## src/hdl/readout_pkg.sv

```systemverilog
/*
  Constants for the serial status readback block: selection codes,
  word layouts, field positions and reset values.
  Assumes a 16-bit serial word and five power channels.
*/
`default_nettype none

package readout_pkg;
  // Channel count and widths
  localparam int NUM_CH = 5;
  localparam int NUM_IN = 4;
  localparam int WORD_W = 16;
  localparam int SEL_W = 4;
  // Selection codes
  localparam logic [3:0] SEL_QUICK_ALIAS = 4'h0;
  localparam logic [3:0] SEL_QUICK = 4'h1;
  localparam logic [3:0] SEL_CH_FIRST = 4'h2;
  localparam logic [3:0] SEL_CH_LAST = 4'h6;
  localparam logic [3:0] SEL_DEVICE = 4'h7;
  localparam logic [3:0] SEL_IO = 4'h8;
  localparam logic [3:0] SEL_ID = 4'h9;
  // Overcurrent cause codes
  localparam logic [2:0] OC_NONE = 3'h0;
  localparam logic [2:0] OC_INRUSH_FIRST = 3'h1;
  localparam logic [2:0] OC_INRUSH_SECOND = 3'h2;
  localparam logic [2:0] OC_INRUSH_THIRD = 3'h3;
  localparam logic [2:0] OC_LOW_THRESHOLD = 3'h4;
  localparam logic [2:0] OC_INRUSH_OFF = 3'h5;
  localparam logic [2:0] OC_SEVERE_SHORT = 3'h6;
  localparam logic [2:0] OC_UNUSED = 3'h7;
  // Part code, value arbitrary
  localparam logic [7:0] PART_CODE = 8'h5a;
  localparam logic [7:0] PART_CODE_UV = 8'h00;
  // Reset values
  localparam logic [6:0] CH_FAULT_RST = 7'h00;
  localparam logic [3:0] SEL_RST = 4'h1;
  // Bit positions
  localparam int BIT_FM = 11;
  localparam int BIT_DSF = 10;
  localparam int BIT_OVERLOAD_SUMMARY_FLAG = 9;
  localparam int BIT_OLF = 8;
  localparam int BIT_TOGGLE = 9;
endpackage : readout_pkg

`default_nettype wire

```

## src/hdl/spi_fault_status_readout.sv

```systemverilog
/*
  Status word readback logic of a five-channel high-side switch.
  Assumes a serial front end on the same clock that delivers the written
  selection with a one-cycle strobe and marks each completed read with a
  one-cycle strobe; analog inputs are already synchronised and deglitched.
  Hazards: a fault present in the clearing cycle sets its flag again,
  and a selection write in the read cycle wins over the revert.
  Summary flags are derived, never stored, so they fall with their sources.
  Limp, control, toggle and output-level fields are passed through unlatched.
*/
// Summary of operation
// - Four-bit field selects returned status word
// - Non-persistent selection reverts to overview after read
// - Persistent selection holds until reprogrammed
// - Code zero returns overview word too
// - Bit 11 shows fail mode always
// - Summary flags clear after underlying faults read
// - Device summary ORs six device flags
// - Overload summary ORs overcurrent and shutdown
// - Registers-cleared flag set on register reset
// - Channel quick flag ORs channel faults
// - Channel word layout for codes two-six
// - Overcurrent cause coding, newest fault wins
// - Device word layout for code seven
// - Limp bit real time, unlatched
// - I/O word real time, code eight
// - Toggle indicator ORs four toggles
// - Output state valid without undervoltage
// - Part code zero during undervoltage
// - Channel diagnosis released only by read
`default_nettype none

module spi_fault_status_readout (
  input wire logic clk_sys_i,
  input wire logic rst_i,
  input wire logic sel_write_i,
  input wire logic [3:0] readback_select_field_i,
  input wire logic readback_select_persist_i,
  input wire logic read_done_i,
  input wire logic regs_reset_i,
  input wire logic fail_mode_indicator_i,
  input wire logic [4:0] overtemp_shutdown_i,
  input wire logic [4:0] overtemp_warning_i,
  input wire logic [4:0] oc_event_i,
  input wire logic [14:0] overcurrent_cause_i,
  input wire logic [4:0] open_load_on_state_i,
  input wire logic [4:0] open_load_off_state_i,
  input wire logic test_mode_i,
  input wire logic overvoltage_i,
  input wire logic undervoltage_i,
  input wire logic serial_fail_i,
  input wire logic charge_pump_i,
  input wire logic clock_fail_i,
  input wire logic limp_input_state_i,
  input wire logic [3:0] control_input_state_i,
  input wire logic [3:0] toggle_signal_i,
  input wire logic [4:0] output_level_state_i,
  output logic [15:0] status_word_o,
  output logic [3:0] active_select_o
);

  ////////////////////////////////////////////////////////////////////////
  // State

  // Latched per-channel fault content
  typedef struct packed {
    logic ots;
    logic otw;
    logic [2:0] oc;
    logic olon;
    logic oloff;
  } ch_type;

  // Whole module state
  // Output word is kept here so the port comes from a flip-flop
  typedef struct packed {
    ch_type [4:0] ch;
    logic [3:0] sel;
    logic persist;
    logic test_mode_flag;
    logic ovf;
    logic undervoltage_flag;
    logic serial_fail_flag;
    logic charge_pump_fault;
    logic clock_fail_flag;
    logic regs_cleared_flag;
    logic [15:0] word;
  } state_type;

  state_type st_ff;
  state_type nxt_st;

  // Combined flags
  logic [4:0] quick_flag;
  logic device_summary_flag;
  logic overload_summary_flag;
  logic open_load_summary_flag;
  logic [15:0] word_next;

  ////////////////////////////////////////////////////////////////////////
  // Summary flags from latched content
  // Pure OR trees; clearing all sources clears the flag

  always_comb begin
    overload_summary_flag = 1'b0;
    open_load_summary_flag = 1'b0;
    for (int c = 0; c < readout_pkg::NUM_CH; c++) begin
      quick_flag[c] = (|st_ff.ch[c].oc) | st_ff.ch[c].otw | st_ff.ch[c].ots |
                      st_ff.ch[c].olon | st_ff.ch[c].oloff;
      overload_summary_flag = overload_summary_flag | (|st_ff.ch[c].oc) | st_ff.ch[c].ots;
      open_load_summary_flag = open_load_summary_flag | st_ff.ch[c].olon | st_ff.ch[c].oloff;
    end
    device_summary_flag = st_ff.regs_cleared_flag | st_ff.undervoltage_flag | st_ff.ovf | st_ff.charge_pump_fault | st_ff.clock_fail_flag | st_ff.test_mode_flag;
  end

  ////////////////////////////////////////////////////////////////////////
  // Output word mux
  // Registered next cycle into the output word

  always_comb begin
    int idx;
    idx = 0;
    word_next = '0;
    case (st_ff.sel)
      readout_pkg::SEL_QUICK_ALIAS, readout_pkg::SEL_QUICK: begin
        word_next[15:12] = readout_pkg::SEL_QUICK;
        word_next[7] = st_ff.charge_pump_fault;
        word_next[6] = st_ff.regs_cleared_flag;
        word_next[5] = st_ff.clock_fail_flag;
        word_next[4:0] = quick_flag;
      end
      // device word layout
      // Bits seven to five reserved, left zero
      readout_pkg::SEL_DEVICE: begin
        word_next[15:12] = readout_pkg::SEL_DEVICE;
        word_next[4] = st_ff.test_mode_flag;
        word_next[3] = st_ff.ovf;
        word_next[2] = st_ff.undervoltage_flag;
        word_next[1] = st_ff.serial_fail_flag;
        word_next[0] = limp_input_state_i;
      end
      readout_pkg::SEL_IO: begin
        word_next[15:12] = readout_pkg::SEL_IO;
        word_next[readout_pkg::BIT_TOGGLE] = |toggle_signal_i;
        word_next[8:5] = control_input_state_i;
        // comparator states, meaningless under undervoltage
        // Controller must check the undervoltage flag first
        word_next[4:0] = output_level_state_i;
      end
      // part code gated by undervoltage
      // Zero part code while the latched undervoltage flag stands
      readout_pkg::SEL_ID: begin
        word_next[15:12] = readout_pkg::SEL_ID;
        word_next[7:0] = st_ff.undervoltage_flag ? readout_pkg::PART_CODE_UV : readout_pkg::PART_CODE;
      end
      default: begin
        // Channel codes land here; codes above nine give only the fail bit
        // channel word layout
        if (st_ff.sel >= readout_pkg::SEL_CH_FIRST && st_ff.sel <= readout_pkg::SEL_CH_LAST) begin
          idx = int'(st_ff.sel - readout_pkg::SEL_CH_FIRST);
          word_next[15:12] = st_ff.sel;
          word_next[6:0] = st_ff.ch[idx];
        end
      end
    endcase
    // summary flags in words up to seven
    // Overview, channel and device words carry the summaries
    if (st_ff.sel <= readout_pkg::SEL_DEVICE) begin
      word_next[readout_pkg::BIT_DSF] = device_summary_flag;
      word_next[readout_pkg::BIT_OVERLOAD_SUMMARY_FLAG] = overload_summary_flag;
      word_next[readout_pkg::BIT_OLF] = open_load_summary_flag;
    end
    // fail mode in every word
    // Applied last so no branch can lose it
    word_next[readout_pkg::BIT_FM] = fail_mode_indicator_i;
  end

  ////////////////////////////////////////////////////////////////////////
  // Next state

  always_comb begin
    // Order matters: clears first, then sets, then the selection write,
    // so a fault in the clearing cycle wins over the clear and a write
    // in the read cycle wins over the revert to the overview word
    nxt_st = st_ff;
    nxt_st.word = word_next;
    // Clearing read of selected latched words
    if (read_done_i) begin
      // channel release on its read
      // Only the word actually shifted out is released
      for (int c = 0; c < readout_pkg::NUM_CH; c++) begin
        if (st_ff.sel == readout_pkg::SEL_CH_FIRST + 4'(c)) begin
          nxt_st.ch[c] = readout_pkg::CH_FAULT_RST;
        end
      end
      // Device word read releases its own latched flags
      if (st_ff.sel == readout_pkg::SEL_DEVICE) begin
        nxt_st.test_mode_flag = 1'b0;
        nxt_st.ovf = 1'b0;
        nxt_st.undervoltage_flag = 1'b0;
        nxt_st.serial_fail_flag = 1'b0;
      end
      // Overview read clears its own device flags
      if (st_ff.sel <= readout_pkg::SEL_QUICK) begin
        nxt_st.charge_pump_fault = 1'b0;
        nxt_st.clock_fail_flag = 1'b0;
        nxt_st.regs_cleared_flag = 1'b0;
      end
      if (!st_ff.persist) begin
        nxt_st.sel = readout_pkg::SEL_QUICK;
      end
    end
    for (int c = 0; c < readout_pkg::NUM_CH; c++) begin
      // Shutdown latch
      if (overtemp_shutdown_i[c]) begin
        nxt_st.ch[c].ots = 1'b1;
      end
      // Warning latch
      if (overtemp_warning_i[c]) begin
        nxt_st.ch[c].otw = 1'b1;
      end
      // Open load in on state latch
      if (open_load_on_state_i[c]) begin
        nxt_st.ch[c].olon = 1'b1;
      end
      // Open load in off state latch
      if (open_load_off_state_i[c]) begin
        nxt_st.ch[c].oloff = 1'b1;
      end
      // Code seven carries no cause, so the older code stays
      // newest cause overwrites
      if (oc_event_i[c] && overcurrent_cause_i[3*c +: 3] != readout_pkg::OC_UNUSED) begin
        nxt_st.ch[c].oc = overcurrent_cause_i[3*c +: 3];
      end
    end
    // Test mode latch
    if (test_mode_i) begin
      nxt_st.test_mode_flag = 1'b1;
    end
    // Overvoltage latch
    if (overvoltage_i) begin
      nxt_st.ovf = 1'b1;
    end
    // Undervoltage latch
    if (undervoltage_i) begin
      nxt_st.undervoltage_flag = 1'b1;
    end
    // Serial interface failure latch
    if (serial_fail_i) begin
      nxt_st.serial_fail_flag = 1'b1;
    end
    // Charge pump fault latch
    if (charge_pump_i) begin
      nxt_st.charge_pump_fault = 1'b1;
    end
    // Clock failure latch
    if (clock_fail_i) begin
      nxt_st.clock_fail_flag = 1'b1;
    end
    if (regs_reset_i) begin
      nxt_st.regs_cleared_flag = 1'b1;
    end
    // Write in the read cycle wins over the revert
    // new programming takes over
    if (sel_write_i) begin
      nxt_st.sel = readback_select_field_i;
      nxt_st.persist = readback_select_persist_i;
    end
  end

  ////////////////////////////////////////////////////////////////////////
  // State register
  // Reset selects the overview word and raises the regs-cleared flag

  always_ff @(posedge clk_sys_i) begin
    if (rst_i) begin
      st_ff <= '0;
      st_ff.sel <= readout_pkg::SEL_RST;
      st_ff.regs_cleared_flag <= 1'b1;
    end else begin
      st_ff <= nxt_st;
    end
  end

  // Ports straight from registered state
  assign status_word_o = st_ff.word;
  assign active_select_o = st_ff.sel;

endmodule : spi_fault_status_readout

`default_nettype wire

```

## config.mk

```make
export PLATFORM = sky130hd
export DESIGN_NAME = spi_fault_status_readout
export DESIGN_NICKNAME = d
export VERILOG_FILES = /design/src/hdl/readout_pkg.sv /design/src/hdl/spi_fault_status_readout.sv
export SDC_FILE = /design/constraint.sdc
export NUM_CORES = 1
export LEC_CHECK = 0
export BUFFER_PORTS_ARGS = -buffer_cell sky130_fd_sc_hd__buf_2
export CORE_ASPECT_RATIO = 0.75
export CORE_MARGIN = 2
export CORE_UTILIZATION = 25
export CTS_CLUSTER_SIZE = 20
export DETAILED_ROUTE_END_ITERATION = 8
export PLACE_DENSITY = 0.43
export RECOVER_POWER = 100
export SYNTH_ARGS = -nofsm -noshare
export SYNTH_HDL_FRONTEND = slang
export SYNTH_SLANG_ARGS = --single-unit
export TNS_END_PERCENT = 50
```

## constraint.sdc

```tcl
create_clock -name clk_sys_i -period 6.7 [get_ports clk_sys_i]
set_input_delay 0.67 -clock clk_sys_i [delete_from_list [all_inputs] [get_ports clk_sys_i]]
set_output_delay 0.67 -clock clk_sys_i [all_outputs]
set_load 0.02 [all_outputs]
```

Yosys cells after proc, flatten, opt, wreduce, memory -nomap -nowiden --
Cells that the tools add are included.
Operators by class: $add $sub $neg 1, multiplexer cells 54, reductions and logical operators 112, magnitude comparators 5, equality and inequality tests 15, bitwise operators 44
Operators with widths (number):
- nonzero test 2 bit | 63
- 2-to-1 mux 7 bit | 10
- AND reduction 2 bit | 33
- bitwise OR 1 bit | 43
- 2-to-1 mux 39 bit | 1
- 2-to-1 mux 1 bit | 26
- binary-select mux 7 bit (select 3 bit) | 1
- case mux 5 bit (4 select lines) | 1
- 2-to-1 mux 3 bit | 6
- == test 4 x 3 -> 1 bit, second input constant | 4
- case mux 4 bit (4 select lines) | 1
- != test 3 bit, second input constant | 5
- OR reduction 3 bit | 5
- 2-to-1 mux 4 bit | 3
- == test 4 x 2 -> 1 bit, second input constant | 2
- == test 4 bit, second input constant | 2
- <= comparator 4 x 3 -> 1 bit, second input constant | 2
- case mux 2 bit (4 select lines) | 1
- logical AND 1 bit | 6
- OR reduction 2 bit | 3
- less-than comparator 5 bit, second input constant | 1
- 2-to-1 mux 5 bit | 1
- subtractor 4 x 2 -> 5 bit, second input constant | 1
- == test 4 x 1 -> 1 bit, second input constant | 1
- 8 further kinds | 9
Storage, ports and cells: logic and storage cells 267, input port bits 71, output and inout bits 20, register bits 63

Longest topological paths before layout --
Gate-level depths: netlist of the first run.
depth in word-level cells 11, mapped depth 9, depth with buffers taken out 6

Least setup slack after synthesis of the first run --
No wires, ideal clock.
path type register -> register, start reg st_ff (netlist bit active_select_o[1]), end reg st_ff (netlist bit status_word_o[2]), library setup time 0.074 ns, path buffers 3, cell stages (with the launch flop) 10, slack 4.517 ns, clock period less this slack 2.183 ns, data arrival time 2.109 ns, data required time 6.626 ns, cell sequence dfxtp_1 -> clkbuf_1 -> buf_4 -> clkinv_1 -> ha_1 -> clkbuf_1 -> nand2b_1 -> nor3b_1 -> o21ai_1 -> a31oi_1
On the way: longest elaborated chain between the ends 6, elaborated cells on any way between the ends 15, those cells by class 1 x add/sub; 2 x order compare; 4 x eq/ne; 5 x mux; 3 x reduce/logical
RTL lines:
- from (decl) | RTL line spi_fault_status_readout.sv:90 | state_type st_ff;
- from (signal assigned) | RTL line spi_fault_status_readout.sv:281 | st_ff <= nxt_st;
- subtractor 4 x 2 -> 5 bit | RTL line spi_fault_status_readout.sv:160 | idx = int'(st_ff.sel - readout_pkg::SEL_CH_FIRST);
- binary-select mux 7 bit (select 3 bit) | RTL line spi_fault_status_readout.sv:162 | word_next[6:0] = st_ff.ch[idx];
- 2-to-1 mux 7 bit (implied by the code) (2 in series) | RTL line spi_fault_status_readout.sv:162
- 2-to-1 mux 7 bit | RTL line spi_fault_status_readout.sv:159 | if (st_ff.sel >= readout_pkg::SEL_CH_FIRST && st_ff.sel <= readout_pkg::SEL_CH_LAST) begin
- case mux 5 bit (4 select lines) * | RTL line spi_fault_status_readout.sv:124 | case (st_ff.sel)
Every way passes the cells marked *; elsewhere a longest branch is shown, timed or not. The select of a mux whose other input is x is not followed. A chain may end at the register's enable or synchronous reset.

Worst setup path in the final report of the first run --
start reg st_ff (netlist bit active_select_o[1]), end reg st_ff (netlist bit status_word_o[5])
On the way: longest elaborated chain between the ends 6, elaborated cells on any way between the ends 15, those cells by class 1 x add/sub; 2 x order compare; 4 x eq/ne; 5 x mux; 3 x reduce/logical
RTL lines (RTL line):
- subtractor 4 x 2 -> 5 bit | spi_fault_status_readout.sv:160
- binary-select mux 7 bit (select 3 bit) | spi_fault_status_readout.sv:162
- 2-to-1 mux 7 bit (implied by the code) (2 in series) | spi_fault_status_readout.sv:162
- 2-to-1 mux 7 bit | spi_fault_status_readout.sv:159
- case mux 2 bit (4 select lines) * | spi_fault_status_readout.sv:124
Marked as above.

==> impl_metrics.yaml, run 1 <==
hold_path:
  hp-class: "reg2reg"
  worstHoldStart: "st_ff[23]"
clock_tree:
  path_clk_slew_ns: 0.05
  cts_buffers: 9
  cts_sinks: 63
  cts_max_path_buffers: 2
  htreeDepth: 3
  clock_latency_ns: 0.33
  root_buffer: "clkbuf_16"
  cts_setup_buffers: 0
  cts_tree: "yes"
  hold_buffers: 0
  cts_resized: 0
worst_setup_path:
  cp.arrival_ns: 4.14
  worstPathCellList: "clkbuf_1 -> ha_1 -> nor2b_1 -> a2111oi_0 -> o21ai_0 -> a21oi_1"
  cp_slowest_cell: "clkbuf_1"
  worst_path_largest_cell_delay_ns: 1.32
  crit_start: "active_select_o[1]"
  worst-endpoint-required_ns: 6.92
  crit_path_start_kind: "register"
  path_max_fanout: 35
  worstReg2RegStart: "active_select_o[1]"
  crit_path_end_kind: "register"
  crit_type: "reg2reg"
run_status:
  violations: "capacitance limit, slew limit"
  status: "complete, but fails checks"
floorplan:
  core_area_mm2: 0.0116
  initial_core_util: 0.257
  dieArea_mm2: 0.0128
  ios: 91
  die_y_um: 98.4
  num_rows: 34
  die_x_um: 130
timing:
  worstMarginPinSlew_ns: 2.80
  finalMaxSlewViolations: 100
  slew_headroom: -0.868
  grt_setup_unrepaired: "no"
  finalSetupTns_ns: 0
  finalCritPeriodShare: 0.585
  finalSetupViolations: 0
  finalClockSkew_ns: 0.00513
  setup_ws_ns: 2.78
  fmax_mhz: 255
  min_period_ns: 3.92
  final_hold_viol_count: 0
power:
  ir_drop_mv: 0.121
  p_leak_nw: 1.44
  p_per_area_mw_per_mm2: 281
place:
  gp_congestion: 0.868
  dp_hpwl_um: 6940
  io_buffers: 90
  place_area_mm2: 0.00339
  place_ws_ns: 4.58
routing:
  wire_per_inst_um: 15.4
  drt_iter0_drc: 189
  ant_nets: 0
  drtPass1Iterations: 5
  drt-total-wl_um: 9150
  post_drt_via_cell_ratio: 4.77
  drc: 0
  vias: 2832
layout:
  stdcell_area_mm2: 0.00365
  drive_above_1_share: 0.206
  num-fill-cells: 1289
  final_common_cell: "buf_2"
  antennaDiodeCount: 0
  synthToLayoutAreaGrowth_pct: 22.8
  final_nets: 500
  mostFrequentLayoutCells: "buf_2, dfxtp_1, a21oi_1"
global_routing:
  grt-ovfl-total: 0
  grt_pass1_wl_um: 14200
  grt_pass1_vias: 2628
  grt_max_degree: 64
  antenna_found_initial: 0
  grt.total_usage: 0.146
logic_synthesis:
  async_flop_share: 0
  ys_ff_latch: 63
  avgSynthCellArea_um2: 8.20
  yosysWarningCount: 0
  synthCells: 362
  synth_fp_nets: 435
  synth_cell_types: 43
  synth_edf_count: 0
  synth_flop_cell: "dfxtp_1"
  syn_area_mm2: 0.00297
  seq_area_frac_synth: 0.425
run:
  maxCapViolations: 2
## layer usage
layer | part of all wire | track usage | vias to the layer above
met4 | 0.013 | 0.0455 | 0
met1 | 0.52 | 0.228 | 1301
met2 | 0.39 | 0.190 | 107
met5 | 0 | 0 | -
met3 | 0.079 | 0.0411 | 12
li1 | - | - | 1412
## final timing paths
| check | cells after the start | endpoint | slack (ns) |
|---|---|---|---|
| worst min-delay path | 2 | st_ff[23] | 0.48 |
| worst min register to register | 2 | st_ff[23] | 0.48 |
| worst max register to register | 6 | status_word_o[5] | 2.78 |
| worst max-delay path | 6 | status_word_o[5] | 2.78 |
## cell families (layout without fill, tap and decap cells)
family / count (synthesis) / after routing / synth area share
buffers and inverters: 44 / 114 / 0.0919
adder cells (fa/ha/maj): 2 / 2 / 0.00843
multiplexers: 14 / 14 / 0.0472
flip-flops: 63 / 63 / 0.425
AO/OA/AOI/OAI: 92 / 92 / 0.184
AND/OR/NAND/NOR: 147 / 147 / 0.244
## registers in the layout (all words and copies together) (netlist names)
register / cells
active_select_o: 4
status_word_o: 16
st_ff: 43
## cell usage after synthesis (all sizes together) (6+ instances only)
master	number	area [µm²]
dfxtp	63	1260
a21oi	53	265
nor2	35	131
nand2	34	128
buf	30	220
nand3	28	140
mux2i	14	140
nor3	11	60.1
o21ai	11	55.1
clkbuf	8	30.0
nor4	8	50.1
a31oi	6	37.5
o22ai	6	37.5
## layout make-up
class / count / area [µm²] / area share
well taps: 162 / 203 / 0.0556
flip-flops and latches: 63 / 1260 / 0.346
repair buffers: 92 / 434 / 0.119
multi-input cells: 255 / 1420 / 0.388
clock inverters: 3 / 40.0 / 0.0110
clock buffers: 13 / 270 / 0.0741
inverters: 6 / 22.5 / 0.00617
## power by group
group / internal (W) / leakage, nW / switching, W
Sequential: 0.000401 / 0.524 / 0.0000231
Clock: 0.000317 / 0.156 / 0.000159
Combinational: 0.0000520 / 0.759 / 0.0000730
Total: 0.000770 / 1.44 / 0.000255
## through the flow
step	total power, W	utilization	hold slack (ns)	instances
2_1_floorplan	0.000515	-	0.443	362
5_1_grt	0.00107	0.315	0.505	594
3_3_place_gp	0.000558	0.293	0.465	578
4_1_cts	0.00104	0.320	0.484	594
3_5_place_dp	0.000559	0.293	0.472	578
6_report	0.00102	0.315	0.481	594
## worst max-delay path, delay by kind of cell (launching register included)
kind	cells	cell delay, ns
compound gates	3	1.73
buf+inv	1	1.32
fa+ha+maj	1	0.36
flops	1	0.33
simple gates	1	0.06
Note: power is estimated with default switching activity, not from simulation.
==> inputs of run 2 (changes only) <==
PLACE_DENSITY = 0.44   (was 0.43)
clock period = 3.58 ns   (was 6.7 ns; I/O delays follow)
==> run 2 against run 1 <==
Net effect:
- the run still ends with capacitance limit, slew limit left
- largest cell class unchanged
- highest routed layer unchanged
- utilization rose by 0.66 points
- clock skew barely moved
- clock power rose by 130%
- critical endpoint is now status_word_o[14]
- worst setup slack got worse by 1.8 ns
- critical path type is now in2reg
==> impl_metrics.yaml, run 2 (synthesized netlist as in run 1, its figures left out) <==
floorplan:
  ios: 91
  die_x_um: 130
  dieArea_mm2: 0.0128
  num_rows: 34
  die_y_um: 98.4
  initial_core_util: 0.257
  core_area_mm2: 0.0116
timing:
  final_hold_viol_count: 0
  min_period_ns: 2.63
  fmax_mhz: 380
  finalSetupTns_ns: 0
  finalCritPeriodShare: 0.734
  worstMarginPinSlew_ns: 1.51
  grt_setup_unrepaired: "no"
  finalMaxSlewViolations: 34
  slew_headroom: -0.00632
  finalSetupViolations: 0
  finalClockSkew_ns: 0.00480
global_routing:
  grt_pass1_vias: 2617
  grt-ovfl-total: 0
  grt_max_degree: 36
  grt.total_usage: 0.148
  grt_pass1_wl_um: 14200
  antenna_found_initial: 0
layout:
  final_common_cell: "buf_2"
  top_register: "st_ff"
  antennaDiodeCount: 0
  num-fill-cells: 1280
  seq_area_mm2: 0.00126
  multi_input_comb_area_mm2: 0.00143
  drive_above_1_share: 0.208
  utilization: 0.322
  largest_reg_flops: 43
  stdcell_area_mm2: 0.00372
  final_nets: 500
  mostFrequentLayoutCells: "buf_2, dfxtp_1, a21oi_1"
  synthToLayoutAreaGrowth_pct: 25.4
power:
  p_leak_nw: 1.46
  ir_drop_mv: 0.231
  pwr-share-clk: 0.510
  finalPower_w: 0.00210
  combPwrFrac: 0.112
  p_sw_frac: 0.240
  p_per_area_mw_per_mm2: 565
  intPower_w: 0.00160
  power.switching_w: 0.000505
  power_frac_seq: 0.378
place:
  dp_hpwl_um: 7070
  place_area_mm2: 0.00339
  gp_congestion: 0.870
  io_buffers: 90
run_status:
  violations: "capacitance limit, slew limit"
  status: "complete, but fails checks"
worst_setup_path:
  worstReg2RegStart: "active_select_o[2]"
  crit_path_start_kind: "input port"
  worstPathCellList: "clkbuf_1 -> clkbuf_1 -> a311oi_1"
  cp_common_cell: "clkbuf_1"
  cp-endpoint: "status_word_o[14]"
  crit_buf_inv: 2
  cpLargestDelayFamily: "buffers and inverters"
  r2r_end: "status_word_o[1]"
  worst_path_largest_cell_delay_ns: 1.17
  r2r_cells: 6
  cp.arrival_ns: 2.76
  crit_path_end_kind: "register"
  cp_slowest_cell: "clkbuf_1"
  crit_start: "rst_i"
  path_depth: 3
  crit_type: "in2reg"
  worst-endpoint-required_ns: 3.71
  ff2ff_setup_slack_ns: 1.37
  path_max_fanout: 33
clock_tree:
  cts_setup_buffers: 0
  cts_tree: "yes"
  path_clk_slew_ns: 0.06
  htreeDepth: 3
  cts_max_path_buffers: 2
  cts_buffers: 9
  cts_sinks: 63
  clock_latency_ns: 0.33
  cts_resized: 0
  hold_buffers: 0
  root_buffer: "clkbuf_16"
routing:
  ant_nets: 0
  vias: 2789
  drt_iter0_drc: 188
  post_drt_via_cell_ratio: 4.70
  drc: 0
  drtPass1Iterations: 4
  drt-total-wl_um: 9320
  wire_per_inst_um: 15.7
hold_path:
  hp-class: "in2reg"
  whs_path_depth: 2
run:
  maxCapViolations: 1
## run 2: area by class of cell
type	count	area share
tap	162	0.0544
sequential	63	0.339
timing repair buffer	92	0.117
clock inverter	7	0.0390
multi-input combinational	255	0.384
inverter	6	0.00605
clock buffer	9	0.0605
## run 2: power groups by stage
stage / sequential, W / clock, W / combinational (W)
final: 0.000794 / 0.00107 / 0.000236
after global routing: 0.000801 / 0.00113 / 0.000263
after CTS: 0.000794 / 0.00110 / 0.000240
after detailed placement: 0.000809 / 0 / 0.000239
after global placement: 0.000808 / 0 / 0.000237
after floorplan: 0.000788 / 0 / 0.000175
## run 2: how the worst min path moves through the flow
stage	from	to	slack [ns]
2_1_floorplan	st_ff[19]	st_ff[19]	0.44
3_3_place_gp	st_ff[23]	st_ff[23]	0.47
3_5_place_dp	st_ff[23]	st_ff[23]	0.47
4_1_cts	regs_reset_i	st_ff[16]	0.19
5_1_grt	regs_reset_i	st_ff[16]	0.22
6_report	regs_reset_i	st_ff[16]	0.21
## run 2: worst reg2reg max path, delay by kind of cell (launching register included)
| family | cells | cell delay (ns) |
|---|---|---|
| flip-flops | 1 | 0.58 |
| adder cells (fa/ha/maj) | 1 | 0.27 |
| buffers and inverters | 1 | 0.17 |
| AO/OA/AOI/OAI | 4 | 1.09 |
## run 2: metrics by stage
step	setup slack, ns	hold WS [ns]	std cells
2_1_floorplan	1.40	0.443	362
3_3_place_gp	1.55	0.466	578
3_5_place_dp	1.41	0.472	578
4_1_cts	1.39	0.194	594
5_1_grt	0.733	0.217	594
6_report	0.951	0.211	594
## run 2: layer usage
| layer | GRT usage | vias up | wire length (µm) |
|---|---|---|---|
| met5 | 0 | - | 0 |
| met3 | 0.0510 | 9 | 726 |
| met2 | 0.195 | 96 | 3620 |
| met1 | 0.225 | 1274 | 4890 |
| li1 | - | 1410 | - |
| met4 | 0.0397 | 0 | 78 |
